File: config.mk
export PLATFORM = sky130hd
export DESIGN_NAME = pia_irq_aux
export DESIGN_NICKNAME = d
export VERILOG_FILES = /design/src/pia_pkg.sv /design/src/pia_irq_aux.sv
export VERILOG_INCLUDE_DIRS = /design/src
export SDC_FILE = /design/constraint.sdc
export NUM_CORES = 1
export LEC_CHECK = 0
export BUFFER_PORTS_ARGS = -buffer_cell sky130_fd_sc_hd__buf_4
export CORE_MARGIN = 5
export CORE_UTILIZATION = 45
export CTS_BUF_LIST = sky130_fd_sc_hd__clkbuf_8
export CTS_CLUSTER_SIZE = 12
export DETAILED_ROUTE_END_ITERATION = 16
export PLACE_DENSITY_LB_ADDON = 0.1
export SLEW_MARGIN = 20
export SYNTH_ARGS = -nofsm -noshare
export SYNTH_HDL_FRONTEND = slang
export SYNTH_SLANG_ARGS = --single-unit
File: constraint.sdc
create_clock -name ref_clk -period 1.9 [get_ports ref_clk]
set_input_delay 0.38 -clock ref_clk [delete_from_list [all_inputs] [get_ports ref_clk]]
set_output_delay 0.38 -clock ref_clk [all_outputs]
set_load 0.05 [all_outputs]
File: src/pia_cfg.svh
// Register offsets, field positions and reset values of the PHY interrupt and aux status block.
`ifndef PIA_CFG_SVH
`define PIA_CFG_SVH

// ----------------------------------------------------------------------------
// Register offsets on the management register port
// ----------------------------------------------------------------------------
`define PIA_REG_MASK 5'h19
`define PIA_REG_STAT 5'h1a
`define PIA_REG_AUX 5'h1c

// ----------------------------------------------------------------------------
// Interrupt mask and pending flag fields
// ----------------------------------------------------------------------------
`define PIA_PIN_EN_BIT 15
`define PIA_SUM_BIT 15
`define PIA_EV_SPEED 14
`define PIA_EV_LINK 13
`define PIA_EV_DUPLEX 12
`define PIA_EV_DOWNSHIFT 2
`define PIA_EV_RXERR 0
`define PIA_RSVD_HI 7
`define PIA_RSVD_LO 4
`define PIA_MASK_WR 16'hff6f
`define PIA_EV_VALID 15'h7f6f
`define PIA_MASK_RST 16'h0000
`define PIA_FLAGS_RST 15'h0000

// ----------------------------------------------------------------------------
// Auxiliary status fields
// ----------------------------------------------------------------------------
`define PIA_AUX_ANC 15
`define PIA_AUX_AN_DIS 14
`define PIA_AUX_MDIX 13
`define PIA_AUX_CD_SWAP 12
`define PIA_AUX_POL_HI 11
`define PIA_AUX_POL_LO 8
`define PIA_AUX_TMO_MSB 7
`define PIA_AUX_TMO_LSB 2
`define PIA_TMO_RST 2'h1

`endif

File: src/pia_pkg.sv
// Types shared by the PHY interrupt and aux status block.
package pia_pkg;

    // ------------------------------------------------------------------------
    // Status levels from the PHY core
    // ------------------------------------------------------------------------
    typedef struct packed {
        logic an_complete;
        logic an_enable;
        logic mdix_crossover;
        logic cd_swap;
        logic [3:0] pol_inv;
        logic [3:0] adv_bits;
        logic carrier_ext;
    } pia_phy_stat_t;

    // ------------------------------------------------------------------------
    // Management register port request
    // ------------------------------------------------------------------------
    typedef struct packed {
        logic [4:0] addr;
        logic rd;
        logic wr;
        logic [15:0] wdata;
    } pia_mgmt_req_t;

    // ------------------------------------------------------------------------
    // Complete block state
    // ------------------------------------------------------------------------
    typedef struct packed {
        logic [15:0] mask;
        logic [14:0] flags;
        logic [1:0] tmo;
        logic [15:0] rdata;
        logic pin_oe;
    } pia_state_t;

endpackage

File: src/pia_irq_aux.sv
// PHY interrupt mask, clear-on-read pending flags and auxiliary status register.
//
// What this block does
// - Drive interrupt pin only when master enable set.
// - Enabled pin follows the pending summary bit.
// - Master enable clear never alters flag capture.
// - Mask bits enable same-position events; 7,4 zero.
// - Mask bits reset to zero and are sticky.
// - Status read returns flags then clears them.
// - Bit 15 summarises pending; low bits name causes.
// - Thirteen event sources at their fixed positions.
// - Speed and duplex events need autonegotiation enabled.
// - Downshift event needs advertisement bits all set.
// - No receive-error event during carrier extension.
// - Aux bit 15 copies autonegotiation complete.
// - Aux bit 14 is inverted autonegotiation enable.
// - Aux bit 13 shows internal crossover performed.
// - Aux bit 12 shows C/D pairs swapped.
// - Aux bits 11..8 show pair A..D polarity fixes.
// - Sticky two-bit link timeout, bits 7 and 2.
// - Sticky bits survive soft reset when enabled.
// - Timeout field resets to code 01.
`timescale 1ns/100ps
`default_nettype none
`include "pia_cfg.svh"

module pia_irq_aux (
    input wire logic ref_clk,
    input wire logic arst_n,
    input wire pia_pkg::pia_mgmt_req_t mgmt_req,
    output logic [15:0] mgmt_rdata,
    input wire logic [14:0] event_pulse,
    input wire pia_pkg::pia_phy_stat_t phy_stat,
    input wire logic soft_reset,
    input wire logic sticky_reset_en,
    output logic management_interrupt_pin_o,
    output logic management_interrupt_pin_oe,
    output logic [1:0] link_tmo_code
);

    // ------------------------------------------------------------------------
    // Reset release
    // ------------------------------------------------------------------------
    logic [1:0] rst_sync_ff;
    logic rst_n;

    always_ff @(posedge ref_clk or negedge arst_n) begin
        if (!arst_n) begin
            rst_sync_ff <= 2'h0;
        end else begin
            rst_sync_ff <= {rst_sync_ff[0], 1'b1};
        end
    end

    assign rst_n = rst_sync_ff[1];

    // ------------------------------------------------------------------------
    // State and decode
    // ------------------------------------------------------------------------
    localparam pia_pkg::pia_state_t RST_ST = '{
        mask: `PIA_MASK_RST,
        flags: `PIA_FLAGS_RST,
        tmo: `PIA_TMO_RST,
        rdata: 16'h0000,
        pin_oe: 1'b0
    };

    pia_pkg::pia_state_t st_ff;
    pia_pkg::pia_state_t nxt_st;
    logic [14:0] ev_qual;
    logic [14:0] ev_capt;
    logic stat_rd;
    logic mask_wr;
    logic aux_wr;
    logic aux_rd;
    logic sticky_drop;
    logic pending;
    logic [15:0] stat_word;
    logic [15:0] aux_word;
    logic [15:0] rd_mux;

    assign stat_rd = mgmt_req.rd && (mgmt_req.addr == `PIA_REG_STAT);
    assign aux_rd = mgmt_req.rd && (mgmt_req.addr == `PIA_REG_AUX);
    assign mask_wr = mgmt_req.wr && (mgmt_req.addr == `PIA_REG_MASK);
    assign aux_wr = mgmt_req.wr && (mgmt_req.addr == `PIA_REG_AUX);
    assign sticky_drop = soft_reset && !sticky_reset_en;

    // ------------------------------------------------------------------------
    // Event qualification
    // ------------------------------------------------------------------------
    always_comb begin
        ev_qual = event_pulse & `PIA_EV_VALID;
        if (!phy_stat.an_enable) begin
            ev_qual[`PIA_EV_SPEED] = 1'b0;
            ev_qual[`PIA_EV_DUPLEX] = 1'b0;
        end
        if (!(&phy_stat.adv_bits)) begin
            ev_qual[`PIA_EV_DOWNSHIFT] = 1'b0;
        end
        if (phy_stat.carrier_ext) begin
            ev_qual[`PIA_EV_RXERR] = 1'b0;
        end
    end

    // The pin enable bit takes no part in capture, only in driving the pin.
    assign ev_capt = ev_qual & st_ff.mask[14:0];

    assign pending = |st_ff.flags;

    always_comb begin
        stat_word = {1'b0, st_ff.flags};
        stat_word[`PIA_SUM_BIT] = pending;
    end

    // ------------------------------------------------------------------------
    // Auxiliary status word
    // ------------------------------------------------------------------------
    always_comb begin
        aux_word = 16'h0000;
        aux_word[`PIA_AUX_ANC] = phy_stat.an_complete;
        aux_word[`PIA_AUX_AN_DIS] = !phy_stat.an_enable;
        aux_word[`PIA_AUX_MDIX] = phy_stat.mdix_crossover;
        aux_word[`PIA_AUX_CD_SWAP] = phy_stat.cd_swap;
        aux_word[`PIA_AUX_POL_HI:`PIA_AUX_POL_LO] = phy_stat.pol_inv;
        aux_word[`PIA_AUX_TMO_MSB] = st_ff.tmo[1];
        aux_word[`PIA_AUX_TMO_LSB] = st_ff.tmo[0];
    end

    always_comb begin
        case (mgmt_req.addr)
            `PIA_REG_MASK: rd_mux = st_ff.mask;
            `PIA_REG_STAT: rd_mux = stat_word;
            `PIA_REG_AUX: rd_mux = aux_word;
            default: rd_mux = 16'h0000;
        endcase
    end

    // ------------------------------------------------------------------------
    // Next state
    // ------------------------------------------------------------------------
    always_comb begin
        nxt_st = st_ff;
        // An event in the cycle of the clearing read is kept.
        if (stat_rd) begin
            nxt_st.flags = ev_capt;
        end else begin
            nxt_st.flags = st_ff.flags | ev_capt;
        end
        if (mask_wr) begin
            nxt_st.mask = mgmt_req.wdata & `PIA_MASK_WR;
        end
        if (aux_wr) begin
            nxt_st.tmo = {mgmt_req.wdata[`PIA_AUX_TMO_MSB], mgmt_req.wdata[`PIA_AUX_TMO_LSB]};
        end
        if (sticky_drop) begin
            nxt_st.mask = `PIA_MASK_RST;
            nxt_st.tmo = `PIA_TMO_RST;
        end
        if (mgmt_req.rd) begin
            nxt_st.rdata = rd_mux;
        end
        nxt_st.pin_oe = st_ff.mask[`PIA_PIN_EN_BIT] && pending;
    end

    always_ff @(posedge ref_clk or negedge rst_n) begin
        if (!rst_n) begin
            st_ff <= RST_ST;
        end else begin
            st_ff <= nxt_st;
        end
    end

    // ------------------------------------------------------------------------
    // Outputs
    // ------------------------------------------------------------------------
    // The pin is open drain and active low: it only ever pulls down.
    assign management_interrupt_pin_o = 1'b0;
    assign management_interrupt_pin_oe = st_ff.pin_oe;
    assign mgmt_rdata = st_ff.rdata;
    assign link_tmo_code = st_ff.tmo;
endmodule // pia_irq_aux

`default_nettype wire

# [Word level (Yosys, flattened, before mapping)]
# Cells that the tools add are included.
[totals] out_inout_bits=20 regBits=52 elab_cells=32 input_bits=55
[op_classes] n_eq_ne=3 n_reduce_logical=11 mux=10 bitwise=2
[op_table] operator="$pmux W16 S3" n=1
[op_table] operator="$mux W16" n=2
[op_table] operator="$and A15 B15 Y15" n=1
[op_table] operator="$eq A5 B5 Y1 const B" n=3
[op_table] operator="$mux W15" n=1
[op_table] operator="$or A15 B15 Y15" n=1
[op_table] operator="$reduce_or A15 Y1" n=1
[op_table] operator="$logic_and A1 B1 Y1" n=5
[op_table] operator="$mux W1" n=4
[op_table] operator="$mux W2" n=2
[op_table] operator="$reduce_and A4 Y1" n=1
[op_table] operator="$reduce_bool A2 Y1" n=2
[op_table] operator="$logic_not A1 Y1" n=2

# [Logic depth before layout (Yosys ltp)]
[depth] depth_word=5 mapped_depth=7 depth_no_buf=4

# [Worst setup path before layout]
# No wires, ideal clock.
[synth_timing] path_type="input-to-reg" start="in mgmt_req[20] (netlist bit)" end="reg st_ff[37] (netlist bit)" stages=6 path_buffers=2 path_slack_ns=0.488 setup_ns=0.121 t_arrival_ns=1.291 t_required_ns=1.779 cell_sequence="and3b_1 -> and2_1 -> buf_6 -> a21oi_4 -> buf_6 -> a22o_2"
[synth_between] elab_chain_cells=3
[synth_rtl] item="from (decl)" line="pia_irq_aux.sv:30" source="input wire pia_pkg::pia_mgmt_req_t mgmt_req,"
[synth_rtl] item="$eq A5 B5 Y1"
[synth_rtl] item="$logic_and A1 B1 Y1" line="pia_irq_aux.sv:84" source="assign mask_wr = mgmt_req.wr && (mgmt_req.addr == `PIA_REG_MASK);"
[synth_rtl] item="$reduce_bool A2 Y1 (no source line)"
[synth_rtl] item="to (signal assigned)" line="pia_irq_aux.sv:169" source="st_ff <= nxt_st;"
[synth_rtl] item="to (decl)" line="pia_irq_aux.sv:68" source="pia_pkg::pia_state_t st_ff;"
# No other way between the ends.
# A chain may end at the register's enable or synchronous reset.

# [Final worst setup path]
[layout_timing] start="reg st_ff (netlist bit link_tmo_code[0])" end="out link_tmo_code[0]"
[layout_lines] item="to (decl)" line="pia_irq_aux.sv:38" source="output logic [1:0] link_tmo_code"
# No word-level cell between the ends.

==> metrics.md <==
| Metric | Value |
|---|---|
| Status | finished, final reports clean |
| Min cycle time layout | 1.44 ns |
| Async SR Flop Fraction | 1.00 |
| Placed cell count | 309 |
| Initial antenna violation count | 0 |
| Cell variety after synth | 39 |
| CTS root buf | clkbuf_8 |
| CP Buf/Inv Count | 1 |
| Post-layout util | 0.589 |
| Clock transition at path regs | 0.09 ns |
| Post-CTS setup buffers | 0 |
| Synth Warn # | 0 |
| Area Growth Syn to Fin | 25.7% |
| Vias in the first global route | 1,642 |
| Nets | 305 |
| Reg2reg setup slack | 0.47 ns |
| Core Area | 4790 um^2 |
| DRC viols | 0 |
| IO Count | 75 |
| Total power | 0.00228 W |
| Max FO, Critical Path | 3 |
| First-pass GRT wire length | 8320 um |
| N_diodes | 0 |
| Routability Congestion | 0.842 |
| Final Setup Violations | 0 |
| HPWL Detailed | 3940 um |
| CP cell instances | buf_4 |
| CP arrival | 1.06 ns |
| Mean Syn Cell Area | 11.6 um^2 |
| Vias | 1,667 |
| Routed Antenna Nets | 0 |
| Fin. Hold Viols | 0 |
| Port bufs | 70 |
| Syn Nets | 248 |
| CP required | 1.52 ns |
| CTS tree | built |
| Register area share after synthesis | 0.536 |
| CP top delay family | flip-flops |
| Cells after synthesis | 193 |
| Slew HR | 0.650 |
| First drt pass iteration count | 4 |
| Worst Hold Class | flop to async pin |
| Total wire length | 5210 um |
| Flops & latches, synth | 48 |
| Die ar. | 6490 um^2 |
| Final non-filler cell total | 318 |
| Starting density of the core | 0.468 |
| Fillers | 447 |
| Latest clock arrival within the worst-skew pair | 0.30 ns |
| Leakage power total | 1.33 nW |
| Layout Skew | 0.00749 ns |
| FMAX | 696 MHz |
| Initial drt markers | 92 |
| Final period utilization | 0.756 |
| Drt wl/cell | 16.4 um |
| Largest stage delay on the critical path | 0.56 ns |
| Height of the die | 80.6 um |
| Row count | 25 |
| GR Util All Layers | 0.170 |
| Via density | 5.24 |
| Largest net degree at the start of global routing | 26 |
| CTS buffer count | 5 |
| CP Class | flop to primary output |
| Primary FF master, synth | dfrtp_1 |
| RSZ-0062 raised after global routing | no |
| Post-Syn Area | 2240 um^2 |
| Worst slew pin tran | 0.525 ns |
| PD cells | 809 nW/um^2 |
| CTS Buffer Depth | 2 |
| Total congestion overflow | 0 |
| Post-synth EDFFs | 0 |
| Worst vdd ir | 0.511 mV |
| Clock Sinks | 48 |
| Share of cells above drive strength 1 | 0.434 |
| Max cap viols | 0 |
| Setup_tns | 0 ns |
| Htree depth | 2 |
| Slew Viols, Final | 0 |
| CP Launch Type | flop |
| Chip width | 80.6 um |
| Worst setup EP type | primary output |
| CP max-delay cell | dfstp_2 |
## layout make-up
type	instances	area, um^2	area share
Clock inverter	3	46.3	0.0164
Clock buffer	5	68.8	0.0244
Sequential cell	48	1200	0.427
Multi-Input combinational cell	104	768	0.273
Inverter	10	37.5	0.0133
Tap cell	67	83.8	0.0297
Timing Repair Buffer	81	611	0.217
## power by group
part / internal [W] / leakage (nW) / switching [W] / total (W)
Clock: 0.000396 / 0.0548 / 0.000348 / 0.000745
Combinational: 0.000184 / 0.640 / 0.000155 / 0.000339
Sequential: 0.00111 / 0.639 / 0.0000867 / 0.00120
Total: 0.00169 / 1.33 / 0.000590 / 0.00228
## routing by layer
layer / track usage / vias to the layer above / share of wire
li1: - / 805 / -
met1: 0.229 / 795 / 0.46
met2: 0.259 / 60 / 0.45
met3: 0.0549 / 7 / 0.080
met4: 0.0541 / 0 / 0.014
met5: 0 / - / 0
## cells by family after synthesis
group,after synthesis,share of synthesized area
flops,48,0.536
buf+inv,41,0.121
simple gates,31,0.0798
other cells,2,0.00335
compound gates,71,0.259
## what timing repair did
action,in CTS,in global routing
endpoints found under the hold margin,2,0
hold buffers,1,0
gates resized for setup,0,0
## per-stage QoR
step                hold slack, ns  setup WS [ns]  instance area [um^2]
detailed placement           0.164          0.261                  2690
finish                       0.244          0.463                  2820
global placement             0.163          0.265                  2690
floorplan                   0.0844          0.467                  2240
global route                 0.271          0.347                  2820
CTS                          0.264          0.445                  2820
## placed cells by master, fill, tap and decap left out, drive strengths merged
| cell | n |
|---|---|
| buf | 80 |
| dfrtp | 47 |
| a22o | 31 |
| a22oi | 13 |
| inv | 11 |
| o22ai | 8 |
| nor2 | 8 |
| a21oi | 8 |
| clkbuf | 5 |
| nor2b | 4 |
| and2 | 3 |
| a32o | 3 |
| nand2 | 3 |
| nand3 | 3 |
| nand4 | 2 |
| nor4 | 2 |
| nor3 | 2 |
| conb | 2 |
| o21ai | 2 |
| and3b | 1 |
| o2bb2ai | 1 |
| and2b | 1 |
| nand4b | 1 |
| o21a | 1 |
| a21bo | 1 |
| nand2b | 1 |
| a221oi | 1 |
| a21boi | 1 |
| a311o | 1 |
| clkinvlp | 1 |
| bufinv | 1 |
| dlygate4sd3 | 1 |
| dfstp | 1 |
## registers in the layout, indices dropped and copies added, names as in the netlist
signal	cells
link_tmo_code	2
management_interrupt_pin_oe	1
mgmt_rdata	16
rst_sync_ff	2
st_ff	27
## worst paths after layout
check,cells after the start,end,from
worst max-delay path,1,link_tmo_code[0],link_tmo_code[0]
min in group ref_clk,2,st_ff[39],mgmt_req[5]
worst min register to register,0,mgmt_rdata[6],rst_sync_ff[1]
max in group asynchronous,1,mgmt_rdata[13],rst_sync_ff[1]
worst min-delay path,0,mgmt_rdata[6],rst_sync_ff[1]
worst max register to register,4,mgmt_rdata[15],st_ff[28]
## cells in the mapped netlist (2+ instances only)
master / n / area share
a21oi_1: 7 / 0.016
a22o_1: 19 / 0.074
a22o_2: 12 / 0.054
a22oi_1: 13 / 0.044
a32o_1: 3 / 0.013
and2_1: 3 / 0.0084
buf_4: 25 / 0.084
buf_6: 3 / 0.015
clkbuf_1: 2 / 0.0033
conb_1: 2 / 0.0033
dfrtp_1: 47 / 0.52
inv_1: 10 / 0.017
nand2_1: 2 / 0.0033
nand3_1: 2 / 0.0045
nand4_1: 2 / 0.0056
nor2_1: 7 / 0.012
nor2b_1: 3 / 0.0084
nor3_1: 2 / 0.0045
nor4_1: 2 / 0.0056
o22ai_1: 8 / 0.022
No activity file was read; power rests on OpenSTA's default activity.
